==> src/design/pport_params.svh <==
// Constants of the printer parallel port: register indices, bit positions, reset values
// Overview of operation
// RULE1: Printer select low enables port registers
// RULE2: Index lines pick register; select picks port
// RULE3: Write strobe low captures host byte
// RULE4: Read strobe low drives register onto bus
// RULE5: Buffer direction high while selected and driving
// RULE6: Printer data tristated while input direction high
// RULE7: Latch pulse tells printer to latch data
// RULE8: Autofeed request advances continuous paper
// RULE9: Restart request low starts printer initialization
// RULE10: Select request low selects the printer
// RULE11: Interrupt driven only when control bit 4
// RULE12: Variant A: irq follows confirm edges
// RULE13: Variant B: low on rise, released by read
// RULE14: Printer drives fault low on error
// RULE15: Printer raises online once selected
// RULE16: Printer holds busy high while working
// RULE17: Printer raises paper out when empty
// RULE18: Printer pulses confirm low on acceptance
// RULE19: Status read returns live printer input levels
// RULE20: Printer control outputs come from control bits
`ifndef PPORT_PARAMS_SVH
`define PPORT_PARAMS_SVH

// Register indices on the index lines
`define PPORT_IDX_DATA      3'h0
`define PPORT_IDX_STATUS    3'h1
`define PPORT_IDX_CONTROL   3'h2

// Control register bit positions; a set bit asserts the line
`define PPORT_CTL_LATCH     0
`define PPORT_CTL_FEED      1
`define PPORT_CTL_RESTART   2
`define PPORT_CTL_SELECT    3
`define PPORT_CTL_IRQ_EN    4
`define PPORT_CTL_WIDTH     5
`define PPORT_CTL_RESET     5'h00

// Status register bit positions
`define PPORT_ST_IRQ        2
`define PPORT_ST_FAULT_N    3
`define PPORT_ST_ONLINE     4
`define PPORT_ST_PAPER_OUT  5
`define PPORT_ST_CONFIRM_N  6
`define PPORT_ST_BUSY       7

// Buffer depth and data reset value
`define PPORT_BUF_DEPTH     2
`define PPORT_DATA_RESET    8'h00

`endif

==> src/design/pport_pkg.sv <==
// Types shared by the printer parallel port
package pport_pkg;
  // Interrupt behaviour of the two device variants
  typedef enum logic {
    PPORT_IRQ_FOLLOW  = 1'b0,
    PPORT_IRQ_LATCHED = 1'b1
  } pport_irq_variant_type;

  typedef logic [2:0] pport_index_type;
endpackage

==> src/design/pport_top.sv <==
// Printer parallel port: host register decode, data buffer, printer lines, interrupt
`timescale 1ns/10ps
`default_nettype none
`include "pport_params.svh"

module pport_top #(
  parameter pport_pkg::pport_irq_variant_type IRQ_VARIANT = pport_pkg::PPORT_IRQ_FOLLOW,
  parameter int                               DATA_W      = 8
) (
  // Clock and reset
  input  wire logic                       clk,
  input  wire logic                       rst_n,
  // Host bus
  input  wire logic                       printer_port_select_n,
  input  wire logic                       serial_port_select_n,
  input  wire pport_pkg::pport_index_type register_index_lines,
  input  wire logic                       io_write_strobe_n,
  input  wire logic                       io_read_strobe_n,
  input  wire logic [DATA_W-1:0]          host_bus_in,
  output logic [DATA_W-1:0]               host_bus_out,
  output logic                            host_bus_oe,
  output logic                            bus_buffer_direction,
  output logic                            data_write_ready,
  // Printer data lines
  input  wire logic                       port_input_dir_enable,
  input  wire logic [DATA_W-1:0]          printer_data_in,
  output logic [DATA_W-1:0]               printer_data_out,
  output logic                            printer_data_oe,
  // Printer control outputs, all active low
  output logic                            data_latch_pulse_n,
  output logic                            auto_feed_request_n,
  output logic                            printer_restart_request_n,
  output logic                            printer_select_request_n,
  // Printer status inputs
  input  wire logic                       printer_fault_n,
  input  wire logic                       printer_online,
  input  wire logic                       busy,
  input  wire logic                       paper_out,
  input  wire logic                       transfer_confirm_n,
  // Printer interrupt, three-state
  output logic                            printer_irq,
  output logic                            printer_irq_oe
);
  import pport_pkg::*;

  // Host access decode
  wire logic port_sel   = ~printer_port_select_n;                        // RULE1
  wire logic any_sel    = port_sel | ~serial_port_select_n;
  wire logic sel_data   = port_sel & (register_index_lines == `PPORT_IDX_DATA);    // RULE2
  wire logic sel_status = port_sel & (register_index_lines == `PPORT_IDX_STATUS);  // RULE2
  wire logic sel_ctl    = port_sel & (register_index_lines == `PPORT_IDX_CONTROL); // RULE2
  wire logic rd_active  = ~io_read_strobe_n;
  wire logic wr_active  = ~io_write_strobe_n;

  // Strobe history for edge detection
  logic                       wr_prev_reg;
  logic                       rd_prev_reg;
  logic                       confirm_prev_reg;
  logic                       status_read_reg;
  logic [`PPORT_CTL_WIDTH-1:0] ctl_reg;
  logic                       irq_reg;

  // A write is taken once, on the first cycle the strobe is low
  wire logic wr_start    = wr_active & ~wr_prev_reg;                     // RULE3
  wire logic rd_end      = ~rd_active & rd_prev_reg;
  wire logic confirm_hi  = transfer_confirm_n;
  wire logic confirm_rise = confirm_hi & ~confirm_prev_reg;
  wire logic confirm_fall = ~confirm_hi & confirm_prev_reg;

  // Two-entry buffer between host writes and the printer data latch
  logic [DATA_W-1:0] buf_mem [`PPORT_BUF_DEPTH];
  logic              buf_wr_ptr_reg;
  logic              buf_rd_ptr_reg;
  logic [1:0]        buf_count_reg;
  logic [1:0]        buf_count_next;
  logic              buf_full_reg;
  logic [DATA_W-1:0] pdata_reg;

  // Printer busy stalls the drain, so host writes back up and get refused
  wire logic buf_push  = wr_start & sel_data & ~buf_full_reg;
  wire logic buf_valid = (buf_count_reg != 2'h0);
  wire logic buf_ready = ~busy;
  wire logic buf_pop   = buf_valid & buf_ready;
  assign buf_count_next = buf_count_reg + {1'b0, buf_push} - {1'b0, buf_pop};

  always_ff @(posedge clk) begin
    if (buf_push) begin
      buf_mem[buf_wr_ptr_reg] <= host_bus_in;                            // RULE3
    end
  end

  // Buffer pointers and occupancy
  always_ff @(posedge clk) begin
    if (!rst_n) begin
      buf_wr_ptr_reg <= 1'b0;
      buf_rd_ptr_reg <= 1'b0;
      buf_count_reg  <= 2'h0;
      buf_full_reg   <= 1'b0;
    end else begin
      buf_wr_ptr_reg <= buf_wr_ptr_reg ^ buf_push;
      buf_rd_ptr_reg <= buf_rd_ptr_reg ^ buf_pop;
      buf_count_reg  <= buf_count_next;
      buf_full_reg   <= (buf_count_next == 2'(`PPORT_BUF_DEPTH));
    end
  end

  // Printer data latch, loaded as the buffer drains
  always_ff @(posedge clk) begin
    if (!rst_n) begin
      pdata_reg <= `PPORT_DATA_RESET;
    end else if (buf_pop) begin
      pdata_reg <= buf_mem[buf_rd_ptr_reg];
    end
  end

  // Control register: host writes drive the printer control lines
  always_ff @(posedge clk) begin
    if (!rst_n) begin
      ctl_reg <= `PPORT_CTL_RESET;
    end else if (wr_start && sel_ctl) begin
      ctl_reg <= host_bus_in[`PPORT_CTL_WIDTH-1:0];                      // RULE3 RULE20
    end
  end

  // Status image; live levels of the printer inputs
  wire logic [DATA_W-1:0] status_word;
  assign status_word = {busy, transfer_confirm_n, paper_out, printer_online,
                        printer_fault_n, irq_reg, 2'h0};                 // RULE19
  wire logic [DATA_W-1:0] data_word = port_input_dir_enable ? printer_data_in : pdata_reg;
  wire logic [DATA_W-1:0] ctl_word  = {{(DATA_W-`PPORT_CTL_WIDTH){1'b0}}, ctl_reg};
  wire logic [DATA_W-1:0] rd_word   = sel_data   ? data_word :
                                      sel_status ? status_word :
                                      sel_ctl    ? ctl_word : {DATA_W{1'b0}};

  // Host bus answer and transceiver direction, one cycle behind the strobe
  always_ff @(posedge clk) begin
    if (!rst_n) begin
      host_bus_out         <= {DATA_W{1'b0}};
      host_bus_oe          <= 1'b0;
      bus_buffer_direction <= 1'b0;
      data_write_ready     <= 1'b0;
    end else begin
      host_bus_out         <= rd_word;                                   // RULE4
      host_bus_oe          <= rd_active & port_sel;                      // RULE4
      bus_buffer_direction <= rd_active & any_sel;                       // RULE5
      data_write_ready     <= ~buf_full_reg & ~(buf_push & (buf_count_reg != 2'h0));
    end
  end

  // Printer data lines and control outputs
  always_ff @(posedge clk) begin
    if (!rst_n) begin
      printer_data_out          <= `PPORT_DATA_RESET;
      printer_data_oe           <= 1'b0;
      data_latch_pulse_n        <= 1'b1;
      auto_feed_request_n       <= 1'b1;
      printer_restart_request_n <= 1'b1;
      printer_select_request_n  <= 1'b1;
    end else begin
      printer_data_out          <= pdata_reg;
      printer_data_oe           <= ~port_input_dir_enable;               // RULE6
      data_latch_pulse_n        <= ~ctl_reg[`PPORT_CTL_LATCH];           // RULE7
      auto_feed_request_n       <= ~ctl_reg[`PPORT_CTL_FEED];            // RULE8
      printer_restart_request_n <= ~ctl_reg[`PPORT_CTL_RESTART];         // RULE9
      printer_select_request_n  <= ~ctl_reg[`PPORT_CTL_SELECT];          // RULE10
    end
  end

  // Edge history; a status read is remembered until its strobe rises
  always_ff @(posedge clk) begin
    if (!rst_n) begin
      wr_prev_reg      <= 1'b0;
      rd_prev_reg      <= 1'b0;
      confirm_prev_reg <= 1'b1;
      status_read_reg  <= 1'b0;
    end else begin
      wr_prev_reg      <= wr_active;
      rd_prev_reg      <= rd_active;
      confirm_prev_reg <= confirm_hi;
      status_read_reg  <= rd_active & (sel_status | status_read_reg);
    end
  end

  // Interrupt state; in the latched variant a confirm rise beats a clearing read
  wire logic irq_next_follow  = confirm_rise ? 1'b1 : confirm_fall ? 1'b0 : irq_reg;
  wire logic irq_next_latched = confirm_rise ? 1'b0 :
                                (rd_end && status_read_reg) ? 1'b1 : irq_reg;
  wire logic irq_latched_mode = (IRQ_VARIANT == PPORT_IRQ_LATCHED);

  always_ff @(posedge clk) begin
    if (!rst_n) begin
      irq_reg        <= 1'b0;
      printer_irq    <= 1'b0;
      printer_irq_oe <= 1'b0;
    end else begin
      irq_reg        <= irq_latched_mode ? irq_next_latched : irq_next_follow; // RULE12 RULE13
      printer_irq    <= irq_reg;
      printer_irq_oe <= ctl_reg[`PPORT_CTL_IRQ_EN];                      // RULE11
    end
  end
endmodule

`default_nettype wire

==> config.mk <==
export PLATFORM = sky130hd
export DESIGN_NAME = pport_top
export DESIGN_NICKNAME = d
export VERILOG_FILES = /design/src/design/pport_pkg.sv /design/src/design/pport_top.sv
export VERILOG_INCLUDE_DIRS = /design/src /design/src/design
export SDC_FILE = /design/constraint.sdc
export NUM_CORES = 1
export LEC_CHECK = 0
export BUFFER_PORTS_ARGS = -buffer_cell sky130_fd_sc_hd__buf_2
export CORE_ASPECT_RATIO = 1.25
export CORE_UTILIZATION = 52
export DETAILED_ROUTE_END_ITERATION = 10
export PLACE_DENSITY = 0.78
export SYNTH_ARGS = -nofsm -noshare
export SYNTH_HDL_FRONTEND = slang
export SYNTH_SLANG_ARGS = --single-unit
==> constraint.sdc <==
create_clock -name clk -period 2.3 [get_ports clk]
set_input_delay 0.115 -clock clk [delete_from_list [all_inputs] [get_ports clk]]
set_output_delay 0.115 -clock clk [all_outputs]
set_load 0.01 [all_outputs]
**Word level (Yosys, flattened, before mapping)**

Memories as Yosys holds them, arrays and structs flattened. A register that Yosys moved wholly into a read port is not among the register bits.
Cells that the tools add are included.

- Add/subtract/negate cells: 2
- Equality and inequality tests: 3
- Multiplexer cells: 8
- Bitwise operators: 31
- Reduce and logical (&&, ||, !) cells: 5

Operators by type and width:

| kind | number |
|---|---|
| $mux W8 | 3 |
| $not A1 Y1 | 15 |
| $and A1 B1 Y1 | 13 |
| $mux W5 | 1 |
| $mux W1 | 4 |
| $reduce_bool A2 Y1 | 2 |
| $eq A3 B1 Y1 const B | 1 |
| $eq A3 B2 Y1 const B | 1 |
| $logic_not A3 Y1 | 1 |
| $add A2 B1 Y2 | 1 |
| $eq A2 B2 Y1 const B | 1 |
| $sub A2 B1 Y2 | 1 |
| $xor A1 B1 Y1 | 2 |
| $logic_and A1 B1 Y1 | 1 |
| $logic_not A1 Y1 | 1 |
| $or A1 B1 Y1 | 1 |

- Register bits after elaboration: 39
- RAM bits: 16
- Input bits: 31
- Output and inout bits: 26
- Logic and storage cells: 70
- Memories kept: 1

Memories:

| name | depth | width | rd ports | clocked after Yosys merged registers in | wr ports | line | RTL |
|---|---|---|---|---|---|---|---|
| buf_mem | 2 | 8 | 1 | 1 | 1 | pport_top.sv:71 | `` logic [DATA_W-1:0] buf_mem [`PPORT_BUF_DEPTH]; `` |

**Logic depth before layout (Yosys ltp)**

Gate-level depths: netlist (run 1).

- Depth after elaboration: 7
- Depth in mapped cells: 8
- Gate-level depth less buffers: 7

**Worst setup path before layout (run 1)**

No wires, ideal clock.

- Path kind: register -> register
- Start: register buf_count_reg[1]
- End: register buf_full_reg
- Setup time: 0.072 ns
- Arrival: 1.573 ns
- Required time: 2.228 ns
- Slack: 0.656 ns
- Stages on the path, launching flop included: 9
- Path buffers: 2
- Period minus slack after synthesis: 1.644 ns
- Cells stage by stage: dfxtp_1 o21ba_2 buf_2 buf_2 xor2_1 ha_1 nor2b_1 nand2_1 mux2i_1

- Word-level cells in the longest chain between the ends: 4
- Elaborated cells on any way between the ends: 5
- Classes of those cells: add/sub: 2; eq/ne: 1; bitwise: 1; reduce/logical: 1

RTL lines:

| element | line | RTL |
|---|---|---|
| from (decl) | pport_top.sv:74 | `logic [1:0] buf_count_reg;` |
| from (signal assigned) | pport_top.sv:102 | `buf_count_reg <= buf_count_next;` |
| $reduce_bool A2 Y1 | pport_top.sv:81 | `wire logic buf_valid = (buf_count_reg != 2'h0);` |
| $and A1 B1 Y1 | pport_top.sv:83 | `wire logic buf_pop = buf_valid & buf_ready;` |
| $sub A2 B1 Y2 | pport_top.sv:84 | `assign buf_count_next = buf_count_reg + {1'b0, buf_push} - {1'b0, buf_pop};` |
| net buf_count_next[0] | pport_top.sv:75 | `logic [1:0] buf_count_next;` |
| $eq A2 B2 Y1 | pport_top.sv:103 | `` buf_full_reg <= (buf_count_next == 2'(`PPORT_BUF_DEPTH)); `` |
| to (signal assigned) | pport_top.sv:103 |  |
| to (decl) | pport_top.sv:76 | `logic buf_full_reg;` |

The timed path passes the listed nets, and every way through them passes these cells.
A chain may end at the register's enable or synchronous reset.

**Final worst setup path (run 1)**

- Start: input port io_write_strobe_n
- End: register buf_count_reg[1]

- Word-level cells in the longest chain between the ends: 6

RTL lines:

| element | line | RTL |
|---|---|---|
| from (decl) | pport_top.sv:17 | `input wire logic io_write_strobe_n,` |
| $not A1 Y1 | pport_top.sv:53 | `wire logic wr_active = ~io_write_strobe_n;` |
| $and A1 B1 Y1 | pport_top.sv:64 | `wire logic wr_start = wr_active & ~wr_prev_reg;` |
| $and A1 B1 Y1 (2 in a row) | pport_top.sv:80 | `wire logic buf_push = wr_start & sel_data & ~buf_full_reg;` |
| $add A2 B1 Y2 | pport_top.sv:84 |  |
| $sub A2 B1 Y2 | pport_top.sv:84 |  |

No other way between the ends.

==> out/metrics.yaml, run 1 <==
status:
  status: "finished clean"
grt:
  grt_pass1_vias: 1619
  grt_max_degree: 22
  overflow: 0
  grt_use_total: 0.2170
  antenna_found_initial: 0
  grt_pass1_wl_um: 7486
die:
  die_h_um: 77.22
  rows: 27
  initial_core_util: 0.5401
  die_area_um2: 4800
  core_area_um2: 4358
  io_pins: 57
  chipWidth_um: 62.17
synth:
  synth_seq_cells: 63
  synthesis.nets: 229
  synth_warnings: 0
  avgSynthCellArea_um2: 12.07
  ys_seq_area_frac: 0.6039
  syn_inst: 195
  synth.distinct_cells: 34
  synth_area_um2: 2354
setup_path:
  cp_cell_sequence: "dlygate4sd3_1, buf_2, nor3_1, and2_2, xor2_1, ha_1, xor2_1, nand2_1, mux2i_1"
  critPathMaxFanout: 4
  cp_common_cell: "xor2_1"
  endpoint_kind: "flop"
  max_stage_delay_ns: 0.52
  critPathLaunchType: "input pin"
  ff2ff_setup_slack_ns: 0.63
  worstPathRequired_ns: 2.57
  critPathKind: "input pin to flop"
  critPathSlowestCell: "dlygate4sd3_1"
  crit_arrival_ns: 2.03
finish:
  mostFrequentLayoutCells: "buf_2 (56), dfxtp_1 (47), nor2_1 (20)"
  largest_register_ffs: 16
  areaGrowthSynthToFinish_pct: 25.68
  diodes: 0
  drive_gt1_frac: 0.3197
  fin_nets: 298
  top_register: "buf_mem"
  final_common_cell: "buf_2"
drt:
  drc: 0
  dr.pass1.iters: 4
  routed_via_density: 5.183
  vias: 1695
  wl_um: 4608
  ant_nets: 0
  wl_per_cell_um: 14.09
  drtIter0Drc: 74
clock_tree:
  cts.sinks: 63
  root_buffer: "clkbuf_8"
  clock_latency_ns: 0.34
  cts_buffer_depth: 2
  path_clk_slew_ns: 0.06
  cts_tree: "yes"
  holdBufCountCts: 11
  cts_setup_buffers: 0
  ctsResizeCount: 0
  cts_made_buffers: 9
  htreeDepth: 3
place:
  numPortBuffers: 56
  place_congestion: 0.8552
  hpwl_um: 3300
sta:
  tns_ns: 0
  slew_violations: 0
  finalCritPeriodShare: 0.7656
  final-hold-violation-count: 0
  worstMarginPinSlew_ns: 0.4956
  finalSetupViolations: 0
  period_needed_ns: 1.761
  slew_headroom: 0.6692
  fin_skew_ns: 0.005412
  fmax_ghz: 0.5679
  rsz0062_at_grt: "false"
  worst_hold_slack_ns: 0.002642
pwr:
  cellPowerDensity_nw_per_um2: 924.6
  peakVddDrop_v: 0.0004879
  total_leakage_power_nw: 1.222
flow_run:
  cap_violations: 0
worst_hold_path:
  worstHoldPathType: "input pin to flop"
routing by layer:
metal	vias up	GRT usage	routed length, um
met3	21	0.06994	210
met1	788	0.2339	1915
met5	-	0	0
met2	57	0.3473	2273
li1	829	-	-
met4	0	0.1744	208
cells by family after synthesis:
family          after synthesis  share of synthesized area
fa+ha+maj                     3                    0.01595
flops                        63                     0.6039
simple gates                 58                     0.1372
xor+xnor                      4                    0.01489
buf+inv                      15                    0.03136
compound gates               31                     0.1063
mux                          21                    0.09038
synth_stat cells, drive strengths merged:
cell type	instances	area share
a21boi	4	0.013
nor2b	1	0.0027
dfxtp	47	0.40
a21oi	5	0.011
or2	2	0.0053
and2	12	0.032
inv	4	0.0064
a2111oi	6	0.036
xnor2	2	0.0074
a211oi	10	0.032
mux2	2	0.0096
nor3	4	0.0085
nor2	20	0.032
and3	1	0.0027
nor4	1	0.0090
nor4b	1	0.010
or4b	1	0.0058
buf	7	0.019
edfxtp	16	0.20
or3	1	0.0027
o21ba	1	0.0043
nand2	8	0.013
o21ai	5	0.011
clkbuf	4	0.0064
ha	3	0.016
mux2i	19	0.081
nand3	5	0.011
xor2	2	0.0074
nand2b	1	0.0027
critical path: cells and delay by family:
family,cells,cell delay (ns)
buf+inv,2,0.66
simple gates,3,0.57
xor+xnor,2,0.34
mux,1,0.12
fa+ha+maj,1,0.22
where the power goes:
part	switching, mW	internal, mW	total, mW
combinational	0.242	0.242	0.484
sequential	0.106	1.28	1.38
clock	0.388	0.480	0.869
total	0.736	2.00	2.73
layout make-up:
type | instances | area, um^2
Fill cell | 363 | 1400
Tap cell | 58 | 72.57
Multi-Input combinational cell | 117 | 858.3
Timing Repair Buffer | 69 | 405.4
Clock buffer | 13 | 170.2
Clock inverter | 3 | 15.01
Inverter | 4 | 15.01
Sequential cell | 63 | 1421
path summary, 6_finish.rpt:
| check | from | to | cells after the start |
|---|---|---|---|
| worst max-delay path | io_write_strobe_n | buf_count_reg[1]$_SDFF_PN0_ | 9 |
| worst min-delay path | transfer_confirm_n | confirm_prev_reg$_SDFF_PN1_ | 2 |
| worst max register to register | buf_count_reg[1]$_SDFF_PN0_ | buf_count_reg[1]$_SDFF_PN0_ | 6 |
| worst min register to register | ctl_reg[3]$_SDFFE_PN0P_ | printer_select_request_n$_SDFF_PN1_ | 1 |
metrics by stage:
stage                     utilization  worst slack [ns]  std cells  instance area, um^2  power, mW
after global placement         0.6110            0.6991        300                 2663      1.862
after floorplan                     -            0.6558        195                 2354      1.730
after global routing           0.6787            0.4092        327                 2958      2.882
final                          0.6787            0.5390        327                 2958      2.735
after detailed placement       0.6110            0.6281        300                 2663      1.878
after CTS                      0.6787            0.5304        327                 2958      2.759
Power figures use the tool's default switching activity.
==> run 2: changes to the inputs <==
--- a/config.mk
+++ b/config.mk
@@ -6,6 +6,7 @@
 export SDC_FILE = /design/constraint.sdc
 export NUM_CORES = 1
 export LEC_CHECK = 0
+export ABC_AREA = 1
 export BUFFER_PORTS_ARGS = -buffer_cell sky130_fd_sc_hd__buf_2
 export CORE_ASPECT_RATIO = 1.25
 export CORE_UTILIZATION = 52
==> constraint.sdc (replaced) <==
create_clock -name clk -period 1.8 [get_ports clk]
set_input_delay 0.09 -clock clk [delete_from_list [all_inputs] [get_ports clk]]
set_output_delay 0.09 -clock clk [all_outputs]
set_load 0.01 [all_outputs]
==> out/metrics.yaml, run 2 <==
finish:
  fin_util: 0.7200
  areaGrowthSynthToFinish_pct: 30.36
  fin_nets: 350
  largest_register_ffs: 16
  drive_gt1_frac: 0.2866
  mostFrequentLayoutCells: "buf_2 (56), nand2_1 (54), dfxtp_1 (47)"
  final_common_cell: "buf_2"
  diodes: 0
  top_register: "buf_mem"
setup_path:
  worstPathRequired_ns: 2.08
  critPathMaxFanout: 4
  crit_arrival_ns: 1.97
  critPathLaunchType: "input pin"
  endpoint_kind: "flop"
  critPathKind: "input pin to flop"
place:
  place_ws_ns: 0.2093
  hpwl_um: 3190
  place_congestion: 0.8005
  numPortBuffers: 56
drt:
  wl_um: 4570
  ant_nets: 0
  wl_per_cell_um: 12.12
  routed_via_density: 4.764
  drc: 0
  dr.pass1.iters: 4
  drtIter0Drc: 97
  vias: 1796
synth:
  synth.most_common_cell: "nand2_1"
  synth_top_area_share: 0.4091
  synth-compound-area-share: 0.09793
  async_reset_ff_frac: 0
  synth.distinct_cells: 26
  syn_inst: 239
  synth_area_um2: 2300
  muxShareOfSynthArea: 0.02176
  synthesis.nets: 273
  ys_seq_area_frac: 0.6181
  synthTopCellsByCount: "nand2_1 (54), dfxtp_1 (47), inv_1 (31)"
  synth_edf_count: 16
  synth_flop_cell: "dfxtp_1"
  synth.area.top_cells: "dfxtp_1 (41%), edfxtp_1 (21%), nand2_1 (8.8%)"
  synth_seq_cells: 63
  avgSynthCellArea_um2: 9.622
  synth_top_family_by_area: "simple AND/OR/NAND/NOR gates"
  synth_top_area_cell: "dfxtp_1"
  synth_warnings: 0
  synth_fa_ha_area_frac: 0.01632
  synthXorXnorAreaFrac: 0.003808
  synth-simple-area-share: 0.1676
grt:
  grtUsageMet1: 0.2598
  grt.met2_usage: 0.3387
  grt_pass1_wl_um: 7327
  use_met3: 0.05603
  grt_pass1_vias: 1654
  overflow: 0
  grt_busiest_layer: "met2"
  grt_max_degree: 27
  grt_use_total: 0.2178
  antenna_found_initial: 0
clock_tree:
  path_clk_slew_ns: 0.07
  cts_made_buffers: 9
  cts_tree: "yes"
  cts_setup_buffers: 0
  cts.sinks: 63
  cts_buffer_depth: 2
  htreeDepth: 3
  root_buffer: "clkbuf_8"
  clock_latency_ns: 0.34
sta:
  tns_ns: 0
  worstMarginPinSlew_ns: 0.4223
  finalCritPeriodShare: 0.9383
  setup_slack_ns: 0.1111
  slew_violations: 0
  fmax_ghz: 0.5921
  finalSetupViolations: 0
  slew_headroom: 0.7185
  period_needed_ns: 1.689
  fin_skew_ns: 0.01026
  final-hold-violation-count: 0
die:
  io_pins: 57
  die_area_um2: 4694
  die_h_um: 76.35
  chipWidth_um: 61.48
  core_area_um2: 4164
  rows: 26
  initial_core_util: 0.5523
worst_hold_path:
  worstHoldPathType: "input pin to flop"
pwr:
  cellPowerDensity_nw_per_um2: 1104
  peakVddDrop_v: 0.0006241
  total_leakage_power_nw: 1.441
status:
  status: "finished clean"
flow_run:
  cap_violations: 0
-- run 2: cell count changes after synthesis, moves of 8 or more --
cell      delta
nand2_1     +46
and2_1      -11
a211oi_1    -10
nor2_1       -8
inv_1       +27
a31oi_1      +8
mux2i_1     -14
o21ai_0     +15
-- run 2: path summary, 6_finish.rpt --
check	endpoint	slack [ns]	cells after the start	from
worst max-delay path	buf_full_reg$_SDFF_PN0_	0.11	15	io_write_strobe_n
worst min-delay path	host_bus_out[7]$_SDFF_PN0_	0.03	3	printer_data_in[7]
worst max register to register	buf_full_reg$_SDFF_PN0_	0.17	10	buf_count_reg[1]$_SDFF_PN0_
worst min register to register	auto_feed_request_n$_SDFF_PN1_	0.41	1	ctl_reg[1]$_SDFFE_PN0P_
-- run 2: cells by family (layout without fill, tap and decap cells) --
logic type      after synthesis  count (layout)
fa+ha+maj                     3               3
compound gates               40              40
flops                        63              63
xor+xnor                      1               1
buf+inv                      42             124
mux                           5               5
simple gates                 85              85
-- run 2: worst max-delay path: stages --
cell and delay (ns):
dlygate4sd3_1 0.52, buf_2 0.13, nor2_1 0.09, nand2_1 0.08, inv_1 0.07, nand2_2 0.08
inv_1 0.08, nand2_1 0.05, nand2_1 0.06, ha_2 0.20, xor2_2 0.19, inv_1 0.08
nand2_1 0.08, nand3_2 0.07, nor2_2 0.09
-- run 2: where the power goes --
part / total [mW] / leakage [nW] / internal [mW] / switching (mW)
clock network: 1.22 / 0.103 / 0.669 / 0.555
logic: 0.442 / 0.812 / 0.186 / 0.256
registers: 1.64 / 0.526 / 1.57 / 0.0773
total: 3.31 / 1.44 / 2.42 / 0.888
-- run 2: layout make-up --
| type | instances | area (um^2) |
|---|---|---|
| clock buffers | 11 | 173.9 |
| clock inverters | 5 | 35.03 |
| fillers | 334 | 1166 |
| inverters | 34 | 127.6 |
| multi-input cells | 134 | 716.9 |
| flip-flops and latches | 63 | 1421 |
| well taps | 56 | 70.07 |
| repair buffers | 74 | 452.9 |
-- run 2: per-layer routing --
metal | wire (um) | part of all wire
met5 | 0 | 0
met4 | 114 | 0.025
met3 | 214 | 0.047
met2 | 2258 | 0.49
met1 | 1983 | 0.43
-- run 2: what timing repair did --
action                     4_1_cts  5_1_grt
gates resized for setup          0        2
hold endpoints to repair        21        0
setup endpoints to repair        0        2
hold buffers                    15        0
-- run 2: stage by stage --
step           cell area [um^2]  cells  hold slack (ns)  total power [mW]
2_1_floorplan              2300    239           0.1618             1.939
3_5_place_dp               2629    346           0.2733             2.078
3_3_place_gp               2629    346           0.2699             2.058
5_1_grt                    2998    377          0.03751             3.468
6_report                   2998    377          0.03328             3.309
4_1_cts                    2988    377          0.02931             3.310
